<file path="config.mk">
export PLATFORM = sky130hd
export DESIGN_NAME = rsl_regs
export DESIGN_NICKNAME = d
export VERILOG_FILES = /design/src/logic/rsl_chan_cfg.v /design/src/logic/rsl_level_cap.v /design/src/logic/rsl_regs.v
export VERILOG_INCLUDE_DIRS = /design/src /design/src/logic
export SDC_FILE = /design/constraint.sdc
export NUM_CORES = 1
export LEC_CHECK = 0
export BUFFER_PORTS_ARGS = -buffer_cell sky130_fd_sc_hd__buf_2
export CAP_MARGIN = 10
export CELL_PAD_IN_SITES_DETAIL_PLACEMENT = 0
export CELL_PAD_IN_SITES_GLOBAL_PLACEMENT = 1
export CORE_MARGIN = 8
export CORE_UTILIZATION = 42
export DETAILED_ROUTE_END_ITERATION = 6
export GPL_ROUTABILITY_DRIVEN = 1
export GPL_TIMING_DRIVEN = 0
export PLACE_DENSITY = 0.85
export SYNTH_ARGS = -nofsm -noshare
export SYNTH_HDL_FRONTEND = slang
export SYNTH_SLANG_ARGS = --single-unit
</file>
<file path="constraint.sdc">
create_clock -name mclk -period 3.5 [get_ports mclk]
set_input_delay 0.525 -clock mclk [delete_from_list [all_inputs] [get_ports mclk]]
set_output_delay 0.525 -clock mclk [all_outputs]
set_load 0.03 [all_outputs]
</file>
<file path="src/logic/rsl_defs.vh">
/*
  offsets, field positions, reset values and decode constants of the
  receive sensitivity / signal level register bank.
  assumes an 8-bit register port with byte addresses as mapped below.
*/
`ifndef RSL_DEFS_VH
`define RSL_DEFS_VH

`define RSL_ADDR_W 8
`define RSL_DATA_W 8

`define RSL_OFF_SENSE_CH5_CH6 8'h0a
`define RSL_OFF_SENSE_CH7_CH8 8'h0b
`define RSL_OFF_LEVEL_CH1_CH2 8'h0c
`define RSL_OFF_SENSE_CH13_CH14 8'h2a
`define RSL_OFF_SENSE_CH15_CH16 8'h2b

`define RSL_RESET_VAL 8'h00
`define RSL_UNMAPPED_VAL 8'h00

`define RSL_ODD_SEL_LSB 0
`define RSL_ODD_TR_BIT 3
`define RSL_EVEN_SEL_LSB 4
`define RSL_EVEN_TR_BIT 7
`define RSL_LVL_ODD_LSB 0
`define RSL_LVL_EVEN_LSB 4

`define RSL_SEL_MONITOR_BIT 2
`define RSL_SEL_SENS_12DB 3'h0
`define RSL_SEL_SENS_18DB 3'h1
`define RSL_SEL_SENS_30DB 3'h2
`define RSL_SEL_SENS_MAX 3'h3
`define RSL_SEL_MON_14DB 3'h4
`define RSL_SEL_MON_20DB 3'h5
`define RSL_SEL_MON_26DB 3'h6
`define RSL_SEL_MON_32DB 3'h7

`define RSL_GAIN_0DB 6'h00
`define RSL_GAIN_14DB 6'h0e
`define RSL_GAIN_20DB 6'h14
`define RSL_GAIN_26DB 6'h1a
`define RSL_GAIN_32DB 6'h20

`endif

</file>
<file path="src/logic/rsl_chan_cfg.v">
/*
  one channel's receiver configuration decode: turns ratio select and
  sensitivity / monitor select field to analog front-end controls.
  assumes the caller holds the register bits; purely registered outputs.
*/
`timescale 1ns/10ps
`include "rsl_defs.vh"
module rsl_chan_cfg (
  mclk,
  rst,
  rx_turns_ratio_sel,
  rx_sense_gain_sel,
  long_haul_sel,
  ratio_one_to_one,
  monitor_en,
  flat_gain_db,
  sens_code,
  long_haul_en
);
  input wire mclk;
  input wire rst;
  input wire rx_turns_ratio_sel;
  input wire [2:0] rx_sense_gain_sel;
  input wire long_haul_sel;
  output reg ratio_one_to_one;
  output reg monitor_en;
  output reg [5:0] flat_gain_db;
  output reg [1:0] sens_code;
  output reg long_haul_en;

  reg [5:0] gain_next;

  always @* begin
    case (rx_sense_gain_sel)
      `RSL_SEL_MON_14DB: gain_next = `RSL_GAIN_14DB;
      `RSL_SEL_MON_20DB: gain_next = `RSL_GAIN_20DB;
      `RSL_SEL_MON_26DB: gain_next = `RSL_GAIN_26DB;
      `RSL_SEL_MON_32DB: gain_next = `RSL_GAIN_32DB;
      default: gain_next = `RSL_GAIN_0DB;
    endcase
  end

  always @(posedge mclk) begin
    if (rst) begin
      ratio_one_to_one <= 1'b0;
      monitor_en <= 1'b0;
      flat_gain_db <= `RSL_GAIN_0DB;
      sens_code <= 2'h0;
      long_haul_en <= 1'b0;
    end else begin
      ratio_one_to_one <= rx_turns_ratio_sel;
      monitor_en <= rx_sense_gain_sel[`RSL_SEL_MONITOR_BIT];
      flat_gain_db <= gain_next;
      // low two bits pick 12/18/30/max dB sensitivity when monitor is off
      sens_code <= rx_sense_gain_sel[1:0];
      long_haul_en <= long_haul_sel;
    end
  end
endmodule

</file>
<file path="src/logic/rsl_level_cap.v">
/*
  capture of one channel's measured receive level code.
  assumes the measurement front end delivers a code synchronous to mclk.
*/
`timescale 1ns/10ps
module rsl_level_cap (
  mclk,
  rst,
  meas_valid,
  meas_code,
  rx_level_code
);
  input wire mclk;
  input wire rst;
  input wire meas_valid;
  input wire [3:0] meas_code;
  output reg [3:0] rx_level_code;

  // code 0 is above -2.5 dB, each step 2.5 dB lower, up to 4'hf
  always @(posedge mclk) begin
    if (rst) begin
      rx_level_code <= 4'h0;
    end else if (meas_valid) begin
      rx_level_code <= meas_code;
    end
  end
endmodule

</file>
<file path="src/logic/rsl_regs.v">
/*
  receive sensitivity and signal level register bank for channels 5..8
  and 13..16 sensitivity and channels 1/2 level, on an 8-bit register port.
  assumes a synchronous single-cycle port: write strobe with address and
  data, read strobe answered one cycle later with rd_valid.
*/
// Function
// - a set turns-ratio bit puts that channel's receiver in 1:1 mode.
// - each channel has a 3-bit select field, odd at bits 2:0, even at 6:4.
// - codes 0..3 give no flat gain and 12/18/30/max dB sensitivity.
// - codes 4..7 enable monitor mode with 14/20/26/32 dB flat gain.
// - each channel has a 4-bit level code, odd at 3:0, even at 7:4.
// - offset 0x0b holds channel 8 in the upper nibble and channel 7 in the lower.
// - offset 0x2a holds channel 14 upper and channel 13 lower.
// - offset 0x2b holds channel 16 upper and channel 15 lower.
// - offset 0x0c reports channel 2 level in 7:4 and channel 1 in 3:0.
// - channel 5 sits at bits 3 and 2:0 and channel 6 at 7 and 6:4 of offset 0x0a.
// - level code 0 is above -2.5 dB and each step is 2.5 dB lower.
// - a set long-haul select bit enables that channel's long-haul transmitter.
`timescale 1ns/10ps
`include "rsl_defs.vh"
module rsl_regs #(
  parameter NCH = 8
) (
  mclk,
  rst,
  reg_wr,
  reg_rd,
  reg_addr,
  reg_wdata,
  reg_rdata,
  reg_rd_valid,
  long_haul_sel,
  meas_valid,
  meas_code,
  ratio_one_to_one,
  monitor_en,
  flat_gain_db,
  sens_code,
  long_haul_en
);
  input wire mclk;
  input wire rst;
  input wire reg_wr;
  input wire reg_rd;
  input wire [`RSL_ADDR_W-1:0] reg_addr;
  input wire [`RSL_DATA_W-1:0] reg_wdata;
  output reg [`RSL_DATA_W-1:0] reg_rdata;
  output reg reg_rd_valid;
  input wire [NCH-1:0] long_haul_sel;
  input wire [1:0] meas_valid;
  input wire [7:0] meas_code;
  output wire [NCH-1:0] ratio_one_to_one;
  output wire [NCH-1:0] monitor_en;
  output wire [6*NCH-1:0] flat_gain_db;
  output wire [2*NCH-1:0] sens_code;
  output wire [NCH-1:0] long_haul_en;

  // channel order on the config vectors: 5,6,7,8,13,14,15,16
  reg [7:0] sense_ch5_ch6_reg;
  reg [7:0] rx_sense_ch7_ch8_reg;
  reg [7:0] rx_sense_ch13_ch14_reg;
  reg [7:0] rx_sense_ch15_ch16_reg;
  reg [7:0] rdata_next;
  wire [3:0] lvl_ch1;
  wire [3:0] lvl_ch2;
  wire [8*4-1:0] sense_bus;

  always @(posedge mclk) begin
    if (rst) begin
      sense_ch5_ch6_reg <= `RSL_RESET_VAL;
      rx_sense_ch7_ch8_reg <= `RSL_RESET_VAL;
      rx_sense_ch13_ch14_reg <= `RSL_RESET_VAL;
      rx_sense_ch15_ch16_reg <= `RSL_RESET_VAL;
    end else if (reg_wr) begin
      // level register at 0x0c is not decoded here, so writes to it drop
      case (reg_addr)
        `RSL_OFF_SENSE_CH5_CH6: sense_ch5_ch6_reg <= reg_wdata;
        `RSL_OFF_SENSE_CH7_CH8: rx_sense_ch7_ch8_reg <= reg_wdata;
        `RSL_OFF_SENSE_CH13_CH14: rx_sense_ch13_ch14_reg <= reg_wdata;
        `RSL_OFF_SENSE_CH15_CH16: rx_sense_ch15_ch16_reg <= reg_wdata;
        default: ;
      endcase
    end
  end

  always @* begin
    case (reg_addr)
      `RSL_OFF_SENSE_CH5_CH6: rdata_next = sense_ch5_ch6_reg;
      `RSL_OFF_SENSE_CH7_CH8: rdata_next = rx_sense_ch7_ch8_reg;
      `RSL_OFF_SENSE_CH13_CH14: rdata_next = rx_sense_ch13_ch14_reg;
      `RSL_OFF_SENSE_CH15_CH16: rdata_next = rx_sense_ch15_ch16_reg;
      `RSL_OFF_LEVEL_CH1_CH2: rdata_next = {lvl_ch2, lvl_ch1};
      default: rdata_next = `RSL_UNMAPPED_VAL;
    endcase
  end

  always @(posedge mclk) begin
    if (rst) begin
      reg_rdata <= `RSL_RESET_VAL;
      reg_rd_valid <= 1'b0;
    end else begin
      reg_rd_valid <= reg_rd;
      if (reg_rd) begin
        reg_rdata <= rdata_next;
      end
    end
  end

  rsl_level_cap u_lvl_ch1 (
    .mclk(mclk),
    .rst(rst),
    .meas_valid(meas_valid[0]),
    .meas_code(meas_code[3:0]),
    .rx_level_code(lvl_ch1)
  );

  rsl_level_cap u_lvl_ch2 (
    .mclk(mclk),
    .rst(rst),
    .meas_valid(meas_valid[1]),
    .meas_code(meas_code[7:4]),
    .rx_level_code(lvl_ch2)
  );

  // each register carries an odd channel nibble then an even one
  assign sense_bus = {rx_sense_ch15_ch16_reg, rx_sense_ch13_ch14_reg,
                      rx_sense_ch7_ch8_reg, sense_ch5_ch6_reg};

  genvar i;
  generate
    for (i = 0; i < NCH; i = i + 1) begin : g_ch
      rsl_chan_cfg u_cfg (
        .mclk(mclk),
        .rst(rst),
        .rx_turns_ratio_sel(sense_bus[4*i+3]),
        .rx_sense_gain_sel(sense_bus[4*i+2:4*i]),
        .long_haul_sel(long_haul_sel[i]),
        .ratio_one_to_one(ratio_one_to_one[i]),
        .monitor_en(monitor_en[i]),
        .flat_gain_db(flat_gain_db[6*i+5:6*i]),
        .sens_code(sens_code[2*i+1:2*i]),
        .long_haul_en(long_haul_en[i])
      );
    end
  endgenerate
endmodule

</file>
Word level (Yosys, flattened, before mapping)
Index checks and enable logic that the tools add are counted.
{"block": "word_totals", "ff_bits": 137, "latchBits": 0, "ram_bits": 0, "rom_bits": 0, "inputBits": 38, "out_inout_bits": 97, "mem_count": 0}
{"block": "op_classes", "add_sub_neg": 0, "multipliers": 0, "div_mod_pow": 0, "n_lt_le_gt_ge": 0, "n_eq_ne": 37, "shift": 0, "n_mux": 9, "bitwise": 0, "n_reduce_logical": 4}
{"operator": "$pmux 6 s4", "n": 8}
{"operator": "$eq 3x3->1 const B", "n": 32}
{"operator": "$pmux 8 s5", "n": 1}
{"operator": "$eq 8x4->1 const B", "n": 3}
{"operator": "$eq 8x6->1 const B", "n": 2}
{"operator": "$reduce_and 2->1", "n": 4}

Longest topological paths before layout
Gate-level depths: netlist (run 1).
{"block": "depth", "depth_word": 2, "mapped_depth": 5, "ltp_nobuf": 4}

By module
A second synthesis (run 1) with hierarchy kept.
{"block": "hier_totals", "hier_cells": 395, "hier_area_um2": 4332.9}
{"mod": "rsl_chan_cfg", "instances": 8, "cells_per_inst": 23, "area_each_um2": 277.8}
{"mod": "rsl_regs", "instances": 1, "cells_per_inst": 185, "area_each_um2": 1830.5}
{"mod": "rsl_level_cap", "instances": 2, "cells_per_inst": 13, "area_each_um2": 140.1}

Worst setup path before layout (run 1)
No wires, ideal clock.
{"block": "synth_timing", "path_kind": "input-to-reg", "from": "input reg_addr[5]", "to": "register reg_rdata[6]", "setup_ns": 0.138, "t_arrival_ns": 1.360, "slack_ns": 2.001, "path_stages": 4, "path_cell_list": "buf_6 mux4_2 a22oi_2 a211oi_2"}
{"block": "synth_via", "elab_chain_cells": 2, "word_cells_on_any_way": 6}
{"element": "from (decl)", "line": "rsl_regs.v:46", "source": "input wire [`RSL_ADDR_W-1:0] reg_addr;"}
{"element": "$eq 8x4->1 or $eq 8x6->1 (tied branches)", "line": "rsl_regs.v:88", "source": "case (reg_addr)"}
{"element": "$pmux 8 s5 *", "line": "rsl_regs.v:88"}
{"element": "to (signal assigned)", "line": "rsl_regs.v:100", "source": "reg_rdata <= `RSL_RESET_VAL;"}
{"element": "to (signal assigned)", "line": "rsl_regs.v:105", "source": "reg_rdata <= rdata_next;"}
{"element": "to (decl)", "line": "rsl_regs.v:48", "source": "output reg [`RSL_DATA_W-1:0] reg_rdata;"}
Mark *: on every way between the ends. The rest lies on a longest branch, timed or not.
A chain may end at the register's enable or synchronous reset.

Worst setup path after layout (run 1)
{"block": "layout_timing", "from": "register g_ch[3].u_cfg.flat_gain_db[3]", "to": "output flat_gain_db[21]"}
{"element": "from (decl)", "line": "rsl_chan_cfg.v:27", "source": "output reg [5:0] flat_gain_db;"}
{"element": "from (signal assigned)", "line": "rsl_chan_cfg.v:47", "source": "flat_gain_db <= `RSL_GAIN_0DB;"}
{"element": "from (signal assigned)", "line": "rsl_chan_cfg.v:53", "source": "flat_gain_db <= gain_next;"}
{"element": "to (decl)", "line": "rsl_regs.v:55", "source": "output wire [6*NCH-1:0] flat_gain_db;"}
No word-level cell between the ends.

==> metrics.txt, run 1 <==
outcome finished clean; Initial Utilization 0.429; H-tree depth 4; fmax 610 MHz; Sw Pwr 667 uW; insertion delay to the later sink of the worst-skew pair 0.51 ns; most frequent cells after synthesis dfxtp_1, buf_4, mux2i_1; GR Overflow Total 0; drt wl/cell 15.2 um; Tmin final 1.64 ns; Rel. slew slack 0.638; RePlAce Congestion 0.754; postcts setup bufs 0; 1st-pass router iterations 4; vias in the first global route 3196; sw frac 0.197; Antenna Nets Post-Route 0; Die ar. 14000 um2; CTS root buf clkbuf_8; CP endpoint kind primary output; PortBufs 123; CTS Buffer Depth 2; Top Registers g_ch.u_cfg.flat_gain_db (32), g_ch.u_cfg.sens_code (16); largest net degree at the start of global routing 17; TritonCTS clock tree done; most frequent cell after synthesis dfxtp_1; worst-case clock skew 0.00389 ns; overall routing resource usage 0.153; clock power share 0.541; Area Overhead vs Synth 33.2%; Die X 118 um; leakage 0.00326 uW; total wire length 10.5 mm; die height 118 um; number of cell rows 37; Synth Register Bits 121; n_diodes 0; DR vias/cell 4.43; number of synthesized flops with an enable pin 0; RSZ-0062 raised after global routing no; Reg with most FFs g_ch.u_cfg.flat_gain_db; initial antenna violation count 0; Inserted Clock Buffers 17; pwr dens 578 nW/um2; Core Area 10200 um2; number of DRC markers in iteration 0 111; critical path launch point type flip-flop; Gate power share 0.044; Syn Inst Count 394; area share of the largest cell type after synthesis 0.552; R2R setup slack 2.14 ns; crit-path max FO 2; Pint 2710 uW; final hold violation count 0; first-pass GRT wire length 16.8 mm; Yosys cell types 34; Synth Cell Area 4390 um2; post-DP HPWL 7.92 mm; syn_area_per_cell 11.1 um2; Final setup viols 0; CTS sink count 121; Final #Nets 581; sequential power share 0.415; Remaining DRCs 0; Clock transition at path regs 0.05 ns; vias 3069; Worst Path Class, Setup flip-flop to primary output; Seq/Total Area, Yosys 0.552; synth top area cells dfxtp_1, mux2i_1, buf_4, nand2b_1, nor2_1; critical path arrival 1.11 ns; leading area contributor after synthesis dfxtp_1; worst hold-check path type primary input to flip-flop; Peak VDD IR 0.000328 V; worst slew pin tran 0.543 ns; PostCTS Resize Cnt 0; layout cell share with drive strength beyond 1 0.388; number of synthesis warnings 0; max reg flops 32; maxcap violations 0; period utilization 0.468; pins over their slew limit 0; CP required 2.97 ns; Async SR Flop Fraction 0; ys flop type dfxtp_1; setup TNS 0 ns; Hold Buf Count CTS 0; top-level port count 135; Final Core Density 0.571
==> metrics by stage <==
stage | cells | cell area [um2] | total power, uW | worst slack, ns | hold slack (ns)
2_1_floorplan | 401 | 4420 | 1530 | 2.00 | 0.428
3_3_place_gp | 660 | 5200 | 1580 | 1.53 | 0.453
3_5_place_dp | 660 | 5200 | 1580 | 1.52 | 0.452
4_1_cts | 692 | 5850 | 3410 | 1.83 | 0.203
5_1_grt | 692 | 5850 | 3490 | 1.80 | 0.210
6_report | 692 | 5850 | 3380 | 1.86 | 0.226
==> layer usage <==
layer  GRT usage  routed length (um)
met5           0                   0
met4      0.0552                  92
met3      0.0614                 629
met2       0.256                5140
met1       0.172                4660
==> final timing paths <==
kind                                                       end  cells past startpoint                           from
worst max-delay path                          flat_gain_db[21]                      2  g_ch[3].u_cfg.flat_gain_db[3]
worst min-delay path                g_ch[1].u_cfg.long_haul_en                      2               long_haul_sel[1]
worst max register to register                    reg_rdata[1]                      3        rx_sense_ch7_ch8_reg[1]
worst min register to register  g_ch[3].u_cfg.ratio_one_to_one                      2        rx_sense_ch7_ch8_reg[7]
==> critical path, cell delays in order, from the launching register on <==
cell and delay, ns:
dfxtp_1 0.33, buf_4 0.10, buf_2 0.18
==> power groups by stage <==
| stage | Clock, uW | Combinational (uW) | Sequential, uW |
|---|---|---|---|
| 6_report | 1830 | 150 | 1400 |
| 5_1_grt | 1930 | 162 | 1400 |
| 4_1_cts | 1860 | 151 | 1400 |
| 3_5_place_dp | 0 | 150 | 1430 |
| 3_3_place_gp | 0 | 149 | 1430 |
| 2_1_floorplan | 0 | 91.4 | 1440 |
==> layout by cell type, fill, tap and decap left out, types with 2 or more instances in the layout <==
cell type / Yosys / final
buf_2: 2 / 125
dfxtp_1: 121 / 121
mux2i_1: 41 / 41
buf_4: 41 / 41
nand2b_1: 40 / 40
nor2_1: 39 / 39
inv_1: 32 / 32
clkbuf_16: 0 / 16
and3_1: 10 / 10
clkbuf_8: 0 / 10
nor2b_1: 9 / 9
clkbuf_1: 7 / 8
xnor2_1: 8 / 8
conb_1: 1 / 8
mux4_1: 4 / 4
a22oi_1: 4 / 4
a211oi_1: 4 / 4
buf_6: 3 / 3
mux4_2: 3 / 3
a22oi_2: 3 / 3
a211oi_2: 3 / 3
bufinv_16: 0 / 3
and3b_1: 2 / 2
nand3_4: 2 / 2
buf_1: 2 / 2
a31oi_1: 2 / 2
==> cells by family after synthesis <==
group                     after synthesis  share of synthesized area
and+or+nand+nor                       111                      0.148
xor gates and xnor gates                8                     0.0160
AOI/OAI and AO/OA                      18                     0.0359
DFF                                   121                      0.552
buffers and inverters                  87                      0.115
other                                   1                   0.000854
muxes                                  48                      0.133
==> cell type report <==
class / instances / area, um2
Timing Repair Buffer: 123 / 616
Multi-Input combinational cell: 193 / 1490
Fill cell: 911 / 4380
Tap cell: 136 / 170
Buffer: 55 / 385
Inverter: 32 / 120
Sequential cell: 121 / 2420
Clock inverter: 5 / 103
Clock buffer: 27 / 542
Power figures use the tool's default switching activity.
==> inputs of run 2 (changes only) <==
ABC_AREA = 1   (was unset)
CORE_UTILIZATION = 37   (was 42)
PLACE_DENSITY = 0.8   (was 0.85)
clock period = 1.51 ns   (was 3.5 ns; I/O delays follow)
==> metrics.txt, run 2 <==
1st-pass router iterations 4; Fin Hold WS 0.0236 ns; simple logic cell fraction of the synthesized area 0.187; clock power share 0.555; placed insts 805; Async SR Flop Fraction 0; RSZ-0062 raised after global routing no; CP required 1.28 ns; RePlAce Congestion 0.859; Core Area 11900 um2; pins over their slew limit 0; Synth Cell Area 4470 um2; final hold violation count 0; layout cell share with drive strength beyond 1 0.342; Final setup viols 0; die height 126 um; CTS Buffer Depth 2; Die ar. 15800 um2; Initial Utilization 0.375; Final #Nets 715; Reg with most FFs g_ch.u_cfg.flat_gain_db; outcome finished clean; vias in the first global route 3891; critical path launch point type flip-flop; DR vias/cell 4.44; first-pass GRT wire length 19.7 mm; critical path arrival 1.03 ns; fmax 795 MHz; worst-case clock skew 0.00680 ns; postcts setup bufs 0; number of synthesis warnings 0; worst slew pin tran 0.577 ns; synth top area cells dfxtp_1, buf_4, nor2_1, inv_1, a21oi_1; Syn Inst Count 526; GR Overflow Total 0; n_diodes 0; sw frac 0.205; Sw Pwr 1690 uW; Remaining DRCs 0; post-DP HPWL 9.28 mm; main combinational cell family by area after synthesis simple AND/OR/NAND/NOR gates; CTS sink count 121; number of cell rows 40; total wire length 12.1 mm; PostCTS Resize Cnt 0; sequential power share 0.395; worst hold-check path type primary input to flip-flop; Clock transition at path regs 0.05 ns; syn_area_per_cell 8.49 um2; insertion delay to the later sink of the worst-skew pair 0.41 ns; xor-xnor portion of the synthesized cell area 0; Tmin final 1.26 ns; multiplexer share of the synthesized area 0; number of synthesized flops with an enable pin 0; max reg flops 32; vias 3720; Pint 6550 uW; initial antenna violation count 0; leading area contributor after synthesis dfxtp_1; crit-path max FO 1; Area Overhead vs Synth 33.9%; Inserted Clock Buffers 17; ys flop type dfxtp_1; Antenna Nets Post-Route 0; Yosys cell types 25; Hold Buf Count CTS 0; H-tree depth 4; most frequent cells after synthesis dfxtp_1, nor2_1, inv_1; most frequent cell after synthesis dfxtp_1; Die X 126 um; worst-path cell chain buf_4 -> buf_2; CP endpoint kind primary output; largest net degree at the start of global routing 17; drt wl/cell 14.5 um; Rel. slew slack 0.616; period utilization 0.833; Seq/Total Area, Yosys 0.542; leakage 0.00297 uW; post-synthesis compound-gate area fraction 0.121; overall routing resource usage 0.159; top-level port count 135; pwr dens 1380 nW/um2; PortBufs 125; maxcap violations 0; TritonCTS clock tree done; CTS root buf clkbuf_16; commonest non-fill, non-tap cells in the layout buf_2, dfxtp_1, nor2_1, inv_1, buf_4; Final Non-Filler Cells 837; delay of the slowest critical-path stage 0.34 ns; Worst Path Class, Setup flip-flop to primary output; Gate power share 0.050; area share of the largest cell type after synthesis 0.542; Top Registers g_ch.u_cfg.flat_gain_db (32), g_ch.u_cfg.sens_code (16); commonest non-fill, non-tap cell in the layout buf_2; number of DRC markers in iteration 0 177; Synth Register Bits 121; setup TNS 0 ns; Critical-path top delay cell dfxtp_1; Peak VDD IR 0.000709 V; post-synthesis adder-cell area fraction 0
-- run 2: cell types whose count changed in the layout (fill, tap and decap cells not counted), sizes merged, moves of 35 or more --
cell	before	now
mux2i	41	0
nor2	40	89
a21oi	0	48
nand2	1	38
nand2b	40	0
o21ai	2	53
nand3	3	44
inv	32	67
-- run 2: kinds of logic (layout without fill, tap and decap cells) --
| kind of cell | count (synthesis) | in the layout |
|---|---|---|
| flops | 121 | 121 |
| simple gates | 176 | 176 |
| compound gates | 101 | 101 |
| other cells | 1 | 8 |
| buf+inv | 127 | 284 |
-- run 2: metal layers --
layer  wire [um]  global-route usage
met5           0                   0
met4         202              0.0686
met3         835              0.0565
met2        5670               0.267
met1        5400               0.180
-- run 2: worst max-delay path, delay by kind of cell (launching register included) --
kind / cells / cell delay (ns)
DFF: 1 / 0.34
buffers and inverters: 2 / 0.29
-- run 2: power groups by stage --
stage               registers [uW]  logic, uW  clock network (uW)
CTS                           3250        411                4630
floorplan                     3340        236                   0
global placement              3320        404                   0
finish                        3260        408                4570
detailed placement            3320        409                   0
global route                  3260        448                4800
-- run 2: path summary, 6_finish.rpt --
check                              endpoint                           start  cells after the start  slack, ns
max                     ratio_one_to_one[6]  g_ch[6].u_cfg.ratio_one_to_one                      2       0.25
min              g_ch[4].u_cfg.long_haul_en                long_haul_sel[4]                      3       0.02
max reg2reg   g_ch[3].u_cfg.flat_gain_db[5]         rx_sense_ch7_ch8_reg[6]                      4       0.56
min reg2reg  g_ch[7].u_cfg.ratio_one_to_one       rx_sense_ch15_ch16_reg[7]                      2       0.45
-- run 2: final cells by class --
class,count,area (um2)
Inverter,67,251
Clock inverter,12,220
Fill cell,1167,5930
Tap cell,147,184
Multi-Input combinational cell,285,1410
Buffer,60,413
Sequential cell,121,2420
Timing Repair Buffer,125,626
Clock buffer,20,457
-- run 2: through the flow --
stage	area [um2]	setup slack (ns)	util	power [uW]
after global routing	5980	0.212	0.502	8510
after global placement	5300	0.0366	0.445	3730
after CTS	5980	0.246	0.502	8300
after floorplan	4490	0.391	-	3580
after detailed placement	5300	0.00335	0.445	3730
final	5980	0.251	0.502	8230
==> inputs of run 3 (changes only) <==
clock period = 1.2 ns   (was 1.51 ns; I/O delays follow)
==> metrics.txt, run 3 (synthesized netlist as in run 2, its figures left out) <==
outcome finished clean; CP endpoint kind primary output; drt wl/cell 14.5 um; met1 usage 0.181; critical path arrival 0.99 ns; met2 Use GR 0.273; worst slew pin tran 0.578 ns; CTS Buffer Depth 2; Post-Place Worst Slack -0.260 ns; insertion delay to the later sink of the worst-skew pair 0.41 ns; Clock transition at path regs 0.06 ns; Worst Path Class, Setup flip-flop to primary output; Initial Utilization 0.375; maxcap violations 0; post-route cell area 6200 um2; fmax 853 MHz; CTS sink count 121; Inserted Clock Buffers 17; R2R setup slack 0.25 ns; pins over their slew limit 0; Die X 126 um; die height 126 um; final hold violation count 0; number of DRC markers in iteration 0 153; critical path launch point type flip-flop; Rel. slew slack 0.614; FF-to-FF path depth 4; worst hold-check path type primary input to flip-flop; crit-path max FO 2; largest net degree at the start of global routing 17; DP Area 5300 um2; Remaining DRCs 0; n_diodes 0; Area Overhead vs Synth 38.9%; Top Registers g_ch.u_cfg.flat_gain_db (32), g_ch.u_cfg.sens_code (16); Die ar. 15800 um2; overall routing resource usage 0.161; Antenna Nets Post-Route 0; H-tree depth 4; commonest non-fill, non-tap cell in the layout dfxtp_1; period utilization 0.976; CTS root buf clkbuf_16; worst-case clock skew 0.00675 ns; TritonCTS clock tree done; Final setup viols 0; PortBufs 125; postcts setup bufs 0; Final WS setup 0.0282 ns; DR vias/cell 4.46; RSZ-0062 raised after global routing no; first-pass GRT wire length 20.0 mm; layout cell share with drive strength beyond 1 0.338; pwr dens 1680 nW/um2; Reg with most FFs g_ch.u_cfg.flat_gain_db; Core Area 11900 um2; end of the critical path flat_gain_db[27]; commonest non-fill, non-tap cells in the layout dfxtp_1, buf_2, nor2_1, inv_1, buf_4; max reg flops 32; total wire length 12.3 mm; vias in the first global route 3932; Fin Hold WS 0.0187 ns; vias 3797; number of cell rows 40; Peak VDD IR 0.000893 V; Worst R2R Start rx_sense_ch7_ch8_reg[6]; 1st-pass router iterations 4; met3 usage in global routing 0.0574; RePlAce Congestion 0.859; Final #Nets 730; leakage 0.00304 uW; GRT busiest layer met2; Setup crit start g_ch[4].u_cfg.flat_gain_db[3]; Tmin final 1.17 ns; CP required 1.02 ns; GR Overflow Total 0; post-DP HPWL 9.28 mm; initial antenna violation count 0; top-level port count 135; FF-to-FF End g_ch[3].u_cfg.flat_gain_db[5]
==> run 3: final cells by class <==
class                   instances  area, um2
flip-flops and latches        121       2420
inverters                      67        251
repair buffers                140        850
multi-input cells             285       1410
plain buffers                  60        413
clock buffers                  20        457
fillers                      1135       5710
well taps                     147        184
clock inverters                12        220
==> run 3: timing repair <==
action	4_1_cts	5_1_grt
hold endpoints to repair	15	0
hold buffers	15	0
gates cloned	0	0
endpoints found under the setup margin	9	18
gates resized for setup	9	30
==> run 3: report_power, final <==
part           switching [uW]  total [uW]  internal [uW]
logic                     351         557            206
clock network            1760        5760           4000
registers                22.3        4100           4070
==> run 3: metrics by stage <==
stage	power (uW)	instances	setup TNS, ns	utilization
after global placement	4690	805	-10.74	0.445
after floorplan	4510	533	0	-
after global routing	10700	852	0	0.521
after detailed placement	4700	805	-11.85	0.445
after CTS	10500	852	0	0.516
final	10400	852	0	0.521
==> run 3: per-layer routing <==
| metal | vias to the layer above | share of wire |
|---|---|---|
| li1 | 1958 | - |
| met4 | 0 | 0.016 |
| met3 | 16 | 0.075 |
| met2 | 114 | 0.47 |
| met5 | - | 0 |
| met1 | 1709 | 0.44 |
==> run 3: how the worst min path moves through the flow <==
stage / start / end / slack (ns) / cells after the start
floorplan: rst / g_ch[2].u_cfg.monitor_en / 0.27 / 1
global placement: long_haul_sel[5] / g_ch[5].u_cfg.long_haul_en / 0.38 / 3
detailed placement: long_haul_sel[4] / g_ch[4].u_cfg.long_haul_en / 0.39 / 3
CTS: meas_code[5] / u_lvl_ch2.rx_level_code[1] / 0.008 / 3
global route: meas_code[5] / u_lvl_ch2.rx_level_code[1] / 0.03 / 3
finish: meas_code[5] / u_lvl_ch2.rx_level_code[1] / 0.02 / 3
==> run 3: critical path, stage by stage, from the launching register on <==
cell     delay, ns
dfxtp_1       0.31
buf_4         0.12
buf_4         0.16
